===== config.mk =====
export PLATFORM = sky130hd
export DESIGN_NAME = txpic_ctrl
export DESIGN_NICKNAME = d
export VERILOG_FILES = /design/src/pkg/txpic_pkg.sv /design/src/verilog/txpic_ctrl.sv
export SDC_FILE = /design/constraint.sdc
export NUM_CORES = 1
export LEC_CHECK = 0
export ABC_AREA = 0
export BUFFER_PORTS_ARGS = -buffer_cell sky130_fd_sc_hd__buf_2
export CAP_MARGIN = 20
export CORE_MARGIN = 2
export CORE_UTILIZATION = 40
export DETAILED_ROUTE_END_ITERATION = 6
export PLACE_DENSITY = 0.72
export SLEW_MARGIN = 10
export SYNTH_ARGS = -nofsm -noshare
export SYNTH_HDL_FRONTEND = slang
export SYNTH_SLANG_ARGS = --single-unit

===== constraint.sdc =====
create_clock -name CLK -period 5.02 [get_ports CLK]
set_input_delay 0.251 -clock CLK [delete_from_list [all_inputs] [get_ports CLK]]
set_output_delay 0.251 -clock CLK [all_outputs]
set_load 0.03 [all_outputs]

===== src/pkg/txpic_pkg.sv =====
package txpic_pkg;
    // Code width toward the phase interpolator
    localparam int CODE_W = 7;
    // Step input layout
    localparam int STEP_DIR_BIT = 4;
    localparam int STEP_MAG_W = 4;
    // Update interval setting width
    localparam int UPD_W = 3;
    // Override setting layout: strobe is the top bit
    localparam int OVR_STROBE_BIT = 7;
    // Reset values
    localparam logic [6:0] CODE_RESET = 7'h00;
    localparam logic [2:0] CNT_RESET = 3'h0;

    // Fabric-side control group
    typedef struct packed {
        logic       enable;     // Stepping enable
        logic       ovr_enable; // Direct code override
        logic [4:0] step;       // Direction and magnitude
    } txpic_ctrl_t;

    // Controller mode
    typedef enum logic [1:0] {
        TXPIC_IDLE,
        TXPIC_STEP,
        TXPIC_OVRD
    } txpic_mode_t;
endpackage


===== src/verilog/txpic_ctrl.sv =====
// Contract
// [RULE1] Enable low: hold last code, no updates
// [RULE2] Enable high: update once per interval
// [RULE3] Interval is setting plus one; never zero
// [RULE4] Override enable drives stored override code
// [RULE5] Override code latched on strobe high-then-low
// [RULE6] Reserved select held at one externally
// [RULE7] Power-down high asynchronously idles controller; code synchronises it and idles two edges later
// [RULE8] Step bit four selects up or down
// [RULE9] Step low bits give magnitude 0..15
// [RULE10] Encoding select: binary or Gray magnitude
// [RULE11] Seven-bit accumulator wraps modulo 128
// [RULE12] User clock; counter restarts on enable rise
`timescale 1ns/10ps
module txpic_ctrl (
    input  wire logic                 CLK,          // Transmit user clock
    input  wire logic                 RESET,        // Synchronous, active high
    input  wire txpic_pkg::txpic_ctrl_t CTRL,       // Enable, override, step
    input  wire logic                 RSVD_SEL,     // Reserved select, tie high
    input  wire logic                 POWERDOWN,    // Asynchronous power-down
    input  wire logic [2:0]           UPD_SETTING,  // Update interval setting
    input  wire logic [7:0]           OVR_SETTING,  // Override code and strobe
    input  wire logic                 GRAY_SEL,     // Step magnitude is Gray
    output logic      [6:0]           PI_CODE,      // Code to the interpolator
    output logic                      PI_UPDATE,    // Code update pulse
    output logic      [1:0]           MODE          // Current controller mode
);
    // Registered state
    // Power-down is asynchronous, so it is synchronised before use
    logic       pd_meta;            // First synchroniser stage
    logic       pd_sync;            // Second synchroniser stage
    logic [2:0] cnt;                // Interval counter
    logic [6:0] acc;                // Stepping accumulator
    logic [6:0] ovr_code;           // Latched override code
    logic       strobe_q;           // Previous strobe bit
    logic       en_q;               // Previous enable
    // Combinational values
    logic [6:0] next_acc;           // Accumulator after one step
    logic [6:0] next_code;          // Code selected for output
    logic [3:0] mag;                // Decoded step magnitude
    logic [3:0] raw;                // Raw magnitude bits

    // Mode selection
    // Power-down idles the block exactly as a low enable does
    wire active    = CTRL.enable && !pd_sync;                           // RULE1
    // A rise restarts the interval, so the first update waits a full one
    wire en_rise   = CTRL.enable && !en_q;                              // RULE12
    wire cnt_done  = (cnt >= UPD_SETTING);                              // RULE3
    wire upd_tick  = active && !en_rise && cnt_done;                    // RULE2
    wire strobe_fall = strobe_q && !OVR_SETTING[txpic_pkg::OVR_STROBE_BIT]; // RULE5

    // Gray to binary on the magnitude when selected
    // Each binary bit is the XOR of all Gray bits at or above it
    assign raw = CTRL.step[3:0];
    assign mag = GRAY_SEL ? {raw[3], raw[3] ^ raw[2], raw[3] ^ raw[2] ^ raw[1],
                             raw[3] ^ raw[2] ^ raw[1] ^ raw[0]} : raw;  // RULE10 RULE9
    // Sum is cut to seven bits, which gives the wrap
    assign next_acc = CTRL.step[txpic_pkg::STEP_DIR_BIT]
                      ? 7'(acc + {3'h0, mag})
                      : 7'(acc - {3'h0, mag});                          // RULE8 RULE11
    // Override takes the stored code, stepping the next sum
    assign next_code = CTRL.ovr_enable ? ovr_code : next_acc;           // RULE4

    // Power-down synchroniser
    // No reset here: both stages flush within two edges of any reset
    always_ff @(posedge CLK) begin
        pd_meta <= POWERDOWN;                                           // RULE7
        pd_sync <= pd_meta;
    end

    // Interval counter, restarted on enable rise
    always_ff @(posedge CLK) begin
        // Held at zero while idle, on an enable rise and after each tick
        if (RESET || !active || en_rise || cnt_done) begin
            cnt <= txpic_pkg::CNT_RESET;                                // RULE12
        end else begin
            // Counts up to the setting; the tick edge makes setting plus one
            cnt <= 3'(cnt + 3'h1);
        end
    end

    // Override code latched on the falling strobe edge
    always_ff @(posedge CLK) begin
        if (RESET) begin
            strobe_q <= 1'b0;
            ovr_code <= txpic_pkg::CODE_RESET;
            en_q     <= 1'b0;
        end else begin
            // Previous levels for the two edge detectors
            strobe_q <= OVR_SETTING[txpic_pkg::OVR_STROBE_BIT];
            en_q     <= CTRL.enable;
            // A strobe held high stores nothing until it falls
            if (strobe_fall) begin
                ovr_code <= OVR_SETTING[6:0];                           // RULE5
            end
        end
    end

    // Accumulator and output code; held when idle
    always_ff @(posedge CLK) begin
        if (RESET) begin
            // Interpolator starts from code zero
            acc       <= txpic_pkg::CODE_RESET;
            PI_CODE   <= txpic_pkg::CODE_RESET;
            PI_UPDATE <= 1'b0;
        end else begin
            PI_UPDATE <= upd_tick;
            // Between ticks the code stands, which keeps it while disabled
            if (upd_tick) begin
                PI_CODE <= next_code;                                   // RULE2 RULE4
                // Frozen in override, so stepping resumes where it stopped
                if (!CTRL.ovr_enable) begin
                    acc <= next_acc;                                    // RULE11
                end
            end
        end
    end

    // Mode report
    always_comb begin
        if (!active) begin
            // Disabled or powered down
            MODE = txpic_pkg::TXPIC_IDLE;
        end else if (CTRL.ovr_enable) begin
            // Direct code in charge
            MODE = txpic_pkg::TXPIC_OVRD;
        end else begin
            // Stepping in charge
            MODE = txpic_pkg::TXPIC_STEP;
        end
    end

    // RSVD_SEL is accepted but has no function; fabric keeps it high
    // Driving it low changes nothing here; the far side must not rely on that
    logic unused_sel;                                                   // Reserved input sink
    assign unused_sel = RSVD_SEL;                                       // RULE6
endmodule


# Yosys cells after proc, flatten, opt, wreduce, memory -nomap -nowiden
# Cells that the tools add are included.
# Widths: inputs -> output; s select.
[totals]
out_inout_bits = 10
ff_bits = 29
inputBits = 23
[op_classes]
mux = 5
n_reduce_logical = 14
order_cmp = 1
add_sub_neg = 3
bitwise = 4
[op_table]
columns = ["op", "count"]
rows = [
  ["$mux 7", 2],
  ["$add 7x4->7", 1],
  ["$sub 7x4->7", 1],
  ["$logic_and 1x1->1", 5],
  ["$logic_not 1->1", 5],
  ["$mux 2", 2],
  ["$add 3x1->3 const B", 1],
  ["$ge 3x3->1", 1],
  ["$logic_or 1x1->1", 3],
  ["$mux 3", 1],
  ["$xor 1x1->1", 3],
  ["$reduce_and 2->1", 1],
  ["$not 1->1", 1],
]

# Longest topological paths before layout
[depth]
word_depth = 7
ltp_mapped = 16

# Least setup slack after synthesis
# No wires, ideal clock.
[synth_path]
path_type = "input to register"
from = "in CTRL[2] (netlist bit)"
to = "reg PI_CODE[6]"
path_slack_ps = 2180
t_arrival_ps = 2704
path_buffers = 1
stages = 16
required_ps = 4885
setup_time_ps = 135
cell_sequence = "buf_6 -> xor2_1 -> xor2_1 -> nand2_1 -> xnor2_2 -> inv_2 -> ha_1 -> nor2_1 -> xor2_1 -> xnor2_1 -> ha_1 -> nor2b_4 -> o31a_1 -> o22ai_2 -> xnor2_1 -> o221ai_1"
[synth_between]
elab_chain_cells = 7
elab_cells_between_ends = 8
[synth_lines]
columns = ["element", "line_no", "rtl"]
rows = [
  ["start, declared", "txpic_ctrl.sv:18", "input wire txpic_pkg::txpic_ctrl_t CTRL,"],
  ["$xor 1x1->1 (2 in a row)", "txpic_ctrl.sv:55, txpic_ctrl.sv:56", ""],
  ["$xor 1x1->1", "txpic_ctrl.sv:56", "raw[3] ^ raw[2] ^ raw[1] ^ raw[0]} : raw;"],
  ["$mux 3 *", "txpic_ctrl.sv:55", "assign mag = GRAY_SEL ? {raw[3], raw[3] ^ raw[2], raw[3] ^ raw[2] ^ raw[1],"],
  ["$sub 7x4->7 / $add 7x4->7 (equally long branches)", "txpic_ctrl.sv:60, txpic_ctrl.sv:59", ""],
  ["$mux 7 *", "txpic_ctrl.sv:59", "? 7'(acc + {3'h0, mag})"],
  ["$mux 7 *", "txpic_ctrl.sv:62", "assign next_code = CTRL.ovr_enable ? ovr_code : next_acc;"],
  ["end signal, assigned", "txpic_ctrl.sv:104", "PI_CODE <= txpic_pkg::CODE_RESET;"],
  ["end signal, assigned", "txpic_ctrl.sv:110", "PI_CODE <= next_code;"],
  ["end, declared", "txpic_ctrl.sv:24", "output logic [6:0] PI_CODE,"],
]
# Every way passes the cells marked *; elsewhere a longest branch is shown, timed or not.
# A chain may end at the register's enable or synchronous reset.

# Final worst setup path
# Ends and elaborated chain as after synthesis.

==> flow_summary.toml <==
[outcome]
status = "finished clean"

[drt]
highest_layer = "met4"
vias_per_cell = 4.86
wire_per_inst_um = 11.9
wl_met3_um = 100
drtPass1Iterations = 4
drt_iter0_markers = 32
ant_nets = 0
drt-met1-wl_um = 1400
num_vias = 1268
routed_wl_um = 3110
drc = 0
dr_wl_met2_um = 1570

[placement]
dp_hpwl_um = 2360
gp_congestion = 0.719
pre_cts_ws_ns = 1.87
port_buffers = 31

[die]
die_w_um = 68.8
die_y_um = 68.8
io_pins = 33
die_area_um2 = 4740
start_util_pct = 41.7
core_um2 = 4030
core.rowCount = 23

[synthesis]
ys_ff_latch = 29
yosys_warnings = 0
yosysSeqAreaShare_pct = 34.5
syn_nets = 215
async_flop_share_pct = 0
synthFlopType = "dfxtp_1"
syn_area_um2 = 1680
synth.avg_cell_area_um2 = 9.39
synthCells = 179
synth.distinct_cells = 42
synth-edff-count = 0

[critical_path]
criticalPathCategory = "in2reg"
cpMostUsedCell = "xor2_1"
crit_path_max_incr_delay_ns = 0.30
start_kind = "primary input"
cp_max_fo = 5
r2r_cells = 7
cp-end-kind = "flip-flop"
worstPathRequired_ns = 5.12
crit_path_cell_trace = "buf_2 > xor2_1 > xor2_1 > nand2_1 > xnor2_2 > inv_2 > ha_1 > nor2_1 > xor2_1 > xnor2_1 > ha_1 > nor2b_4 > o31a_1 > o22ai_2 > xnor2_1 > o221ai_1"
crit_slowest_cell = "ha_1"
crit_arrival_ns = 2.97

[power]
leakagePower_nw = 0.827
powerDensity_nw_per_um2 = 289
max-vdd-ir-drop_v = 0.000148
finalPower_mw = 0.570

[worst_hold_path]
hold_depth = 1
hold_path.class = "in2reg"

[finish]
final_common_cell = "buf_2"
nets = 246
antenna_cells = 0
ff_latch_area_um2 = 581
final_cell_mix = "buf_2, nor2_1, dfxtp_1"
fill_cells = 397
syn_to_final_growth_pct = 17.1
drive_above_1_share_pct = 28.9
multi_input_area_um2 = 1010

[clock_tree]
cts_setup_buffers = 0
numCtsBuffers = 5
tritoncts = "built"
cts_sinks = 29
clockBufferDepth = 2
cts_hold_buf = 0
clock_latency_ns = 0.28
cts_resized = 0
clk_pin_slew_ns = 0.07
root_buffer = "clkbuf_8"
htree_levels = 2

[grt]
grt_pass1_wl_um = 5040
grt_pass1_vias = 1204
grt_max_degree = 28
grt_usage_pct = 14.4
grt-ovfl-total = 0
antenna_found_initial = 0

[timing]
slew_headroom_pct = 28.7
fin_setup_tns_ns = 0
hold_violations = 0
setup_viol = 0
rsz0062_at_grt = "no"
worst_slack_ns = 2.15
finalCriticalPeriod_ns = 2.87
finClkSkew_ns = 0.00945
fmax_mhz = 348
finalCritPeriodShare_pct = 57.2
slew_violations = 0
worst_pin_slew_ns = 1.06

[job]
cap_violations = 0
[sequential cells by signal, indices dropped and copies added, names as in the netlist]
name / count
ovr_code: 7
PI_UPDATE: 1
strobe_q: 1
cnt: 3
pd_sync: 1
acc: 7
pd_meta: 1
PI_CODE: 7
en_q: 1
[power breakdown]
part / switching, mW / internal (mW)
Clock: 0.0871 / 0.162
Sequential: 0.00223 / 0.235
Combinational: 0.0472 / 0.0368
Total: 0.136 / 0.433
[worst max-delay path, delay by kind of cell]
| family | cells | cell delay (ns) |
|---|---|---|
| xor+xnor | 6 | 1.07 |
| simple gates | 3 | 0.36 |
| buf+inv | 2 | 0.19 |
| compound gates | 3 | 0.56 |
| fa+ha+maj | 2 | 0.51 |
[per-stage QoR]
step | instances | hold WS, ns | utilization [%] | area [um2]
2_1_floorplan | 179 | 0.279 | - | 1680
4_1_cts | 260 | 0.0611 | 48.7 | 1960
6_report | 261 | 0.0661 | 48.9 | 1970
5_1_grt | 261 | 0.0638 | 48.9 | 1970
3_5_place_dp | 252 | 0.345 | 45.8 | 1840
3_3_place_gp | 252 | 0.316 | 45.8 | 1840
[area by class of cell]
type	instances	area share, %
clock buffer	7	4.39
clock inverter	1	1.53
inverter	9	1.72
multi-input combinational	133	51.4
sequential	29	29.5
tap	50	3.18
timing repair buffer	32	8.26
[Yosys cell counts (all sizes together), types with 3 or more instances]
library cell / instances / area, um2
a211oi: 6 / 82.6
a21oi: 9 / 52.6
buf: 5 / 42.5
dfxtp: 29 / 581
inv: 9 / 33.8
nand2b: 5 / 38.8
mux2i: 16 / 160
xor2: 4 / 35.0
ha: 12 / 150
nand2: 10 / 37.5
nor2b: 5 / 38.8
xnor2: 7 / 68.8
clkbuf: 3 / 11.3
o21ai: 7 / 35.0
nor2: 34 / 138
[routing by layer]
| metal | GRT usage, % | vias to the layer above |
|---|---|---|
| li1 | - | 666 |
| met1 | 15.9 | 576 |
| met2 | 25.7 | 21 |
| met3 | 4.38 | 5 |
| met4 | 5.39 | 0 |
| met5 | 0 | - |
[path summary, 6_finish.rpt]
path / startpoint / end / slack (ns)
worst max-delay path: CTRL[2] / PI_CODE[6] / 2.15
worst min-delay path: POWERDOWN / pd_meta / 0.07
worst max register to register: cnt[0] / PI_CODE[2] / 2.83
worst min register to register: pd_meta / pd_sync / 0.38
[cells by family (layout without fill, tap and decap cells)]
logic type / after synthesis / in the layout / synth area share (%)
adder cells (fa/ha/maj): 13 / 13 / 10.1
AO/OA/AOI/OAI: 29 / 29 / 14.6
flip-flops: 29 / 29 / 34.5
buffers and inverters: 17 / 49 / 5.21
XOR/XNOR: 11 / 11 / 6.18
AND/OR/NAND/NOR: 64 / 64 / 19.8
multiplexers: 16 / 16 / 9.53
Power figures use the tool's default switching activity.
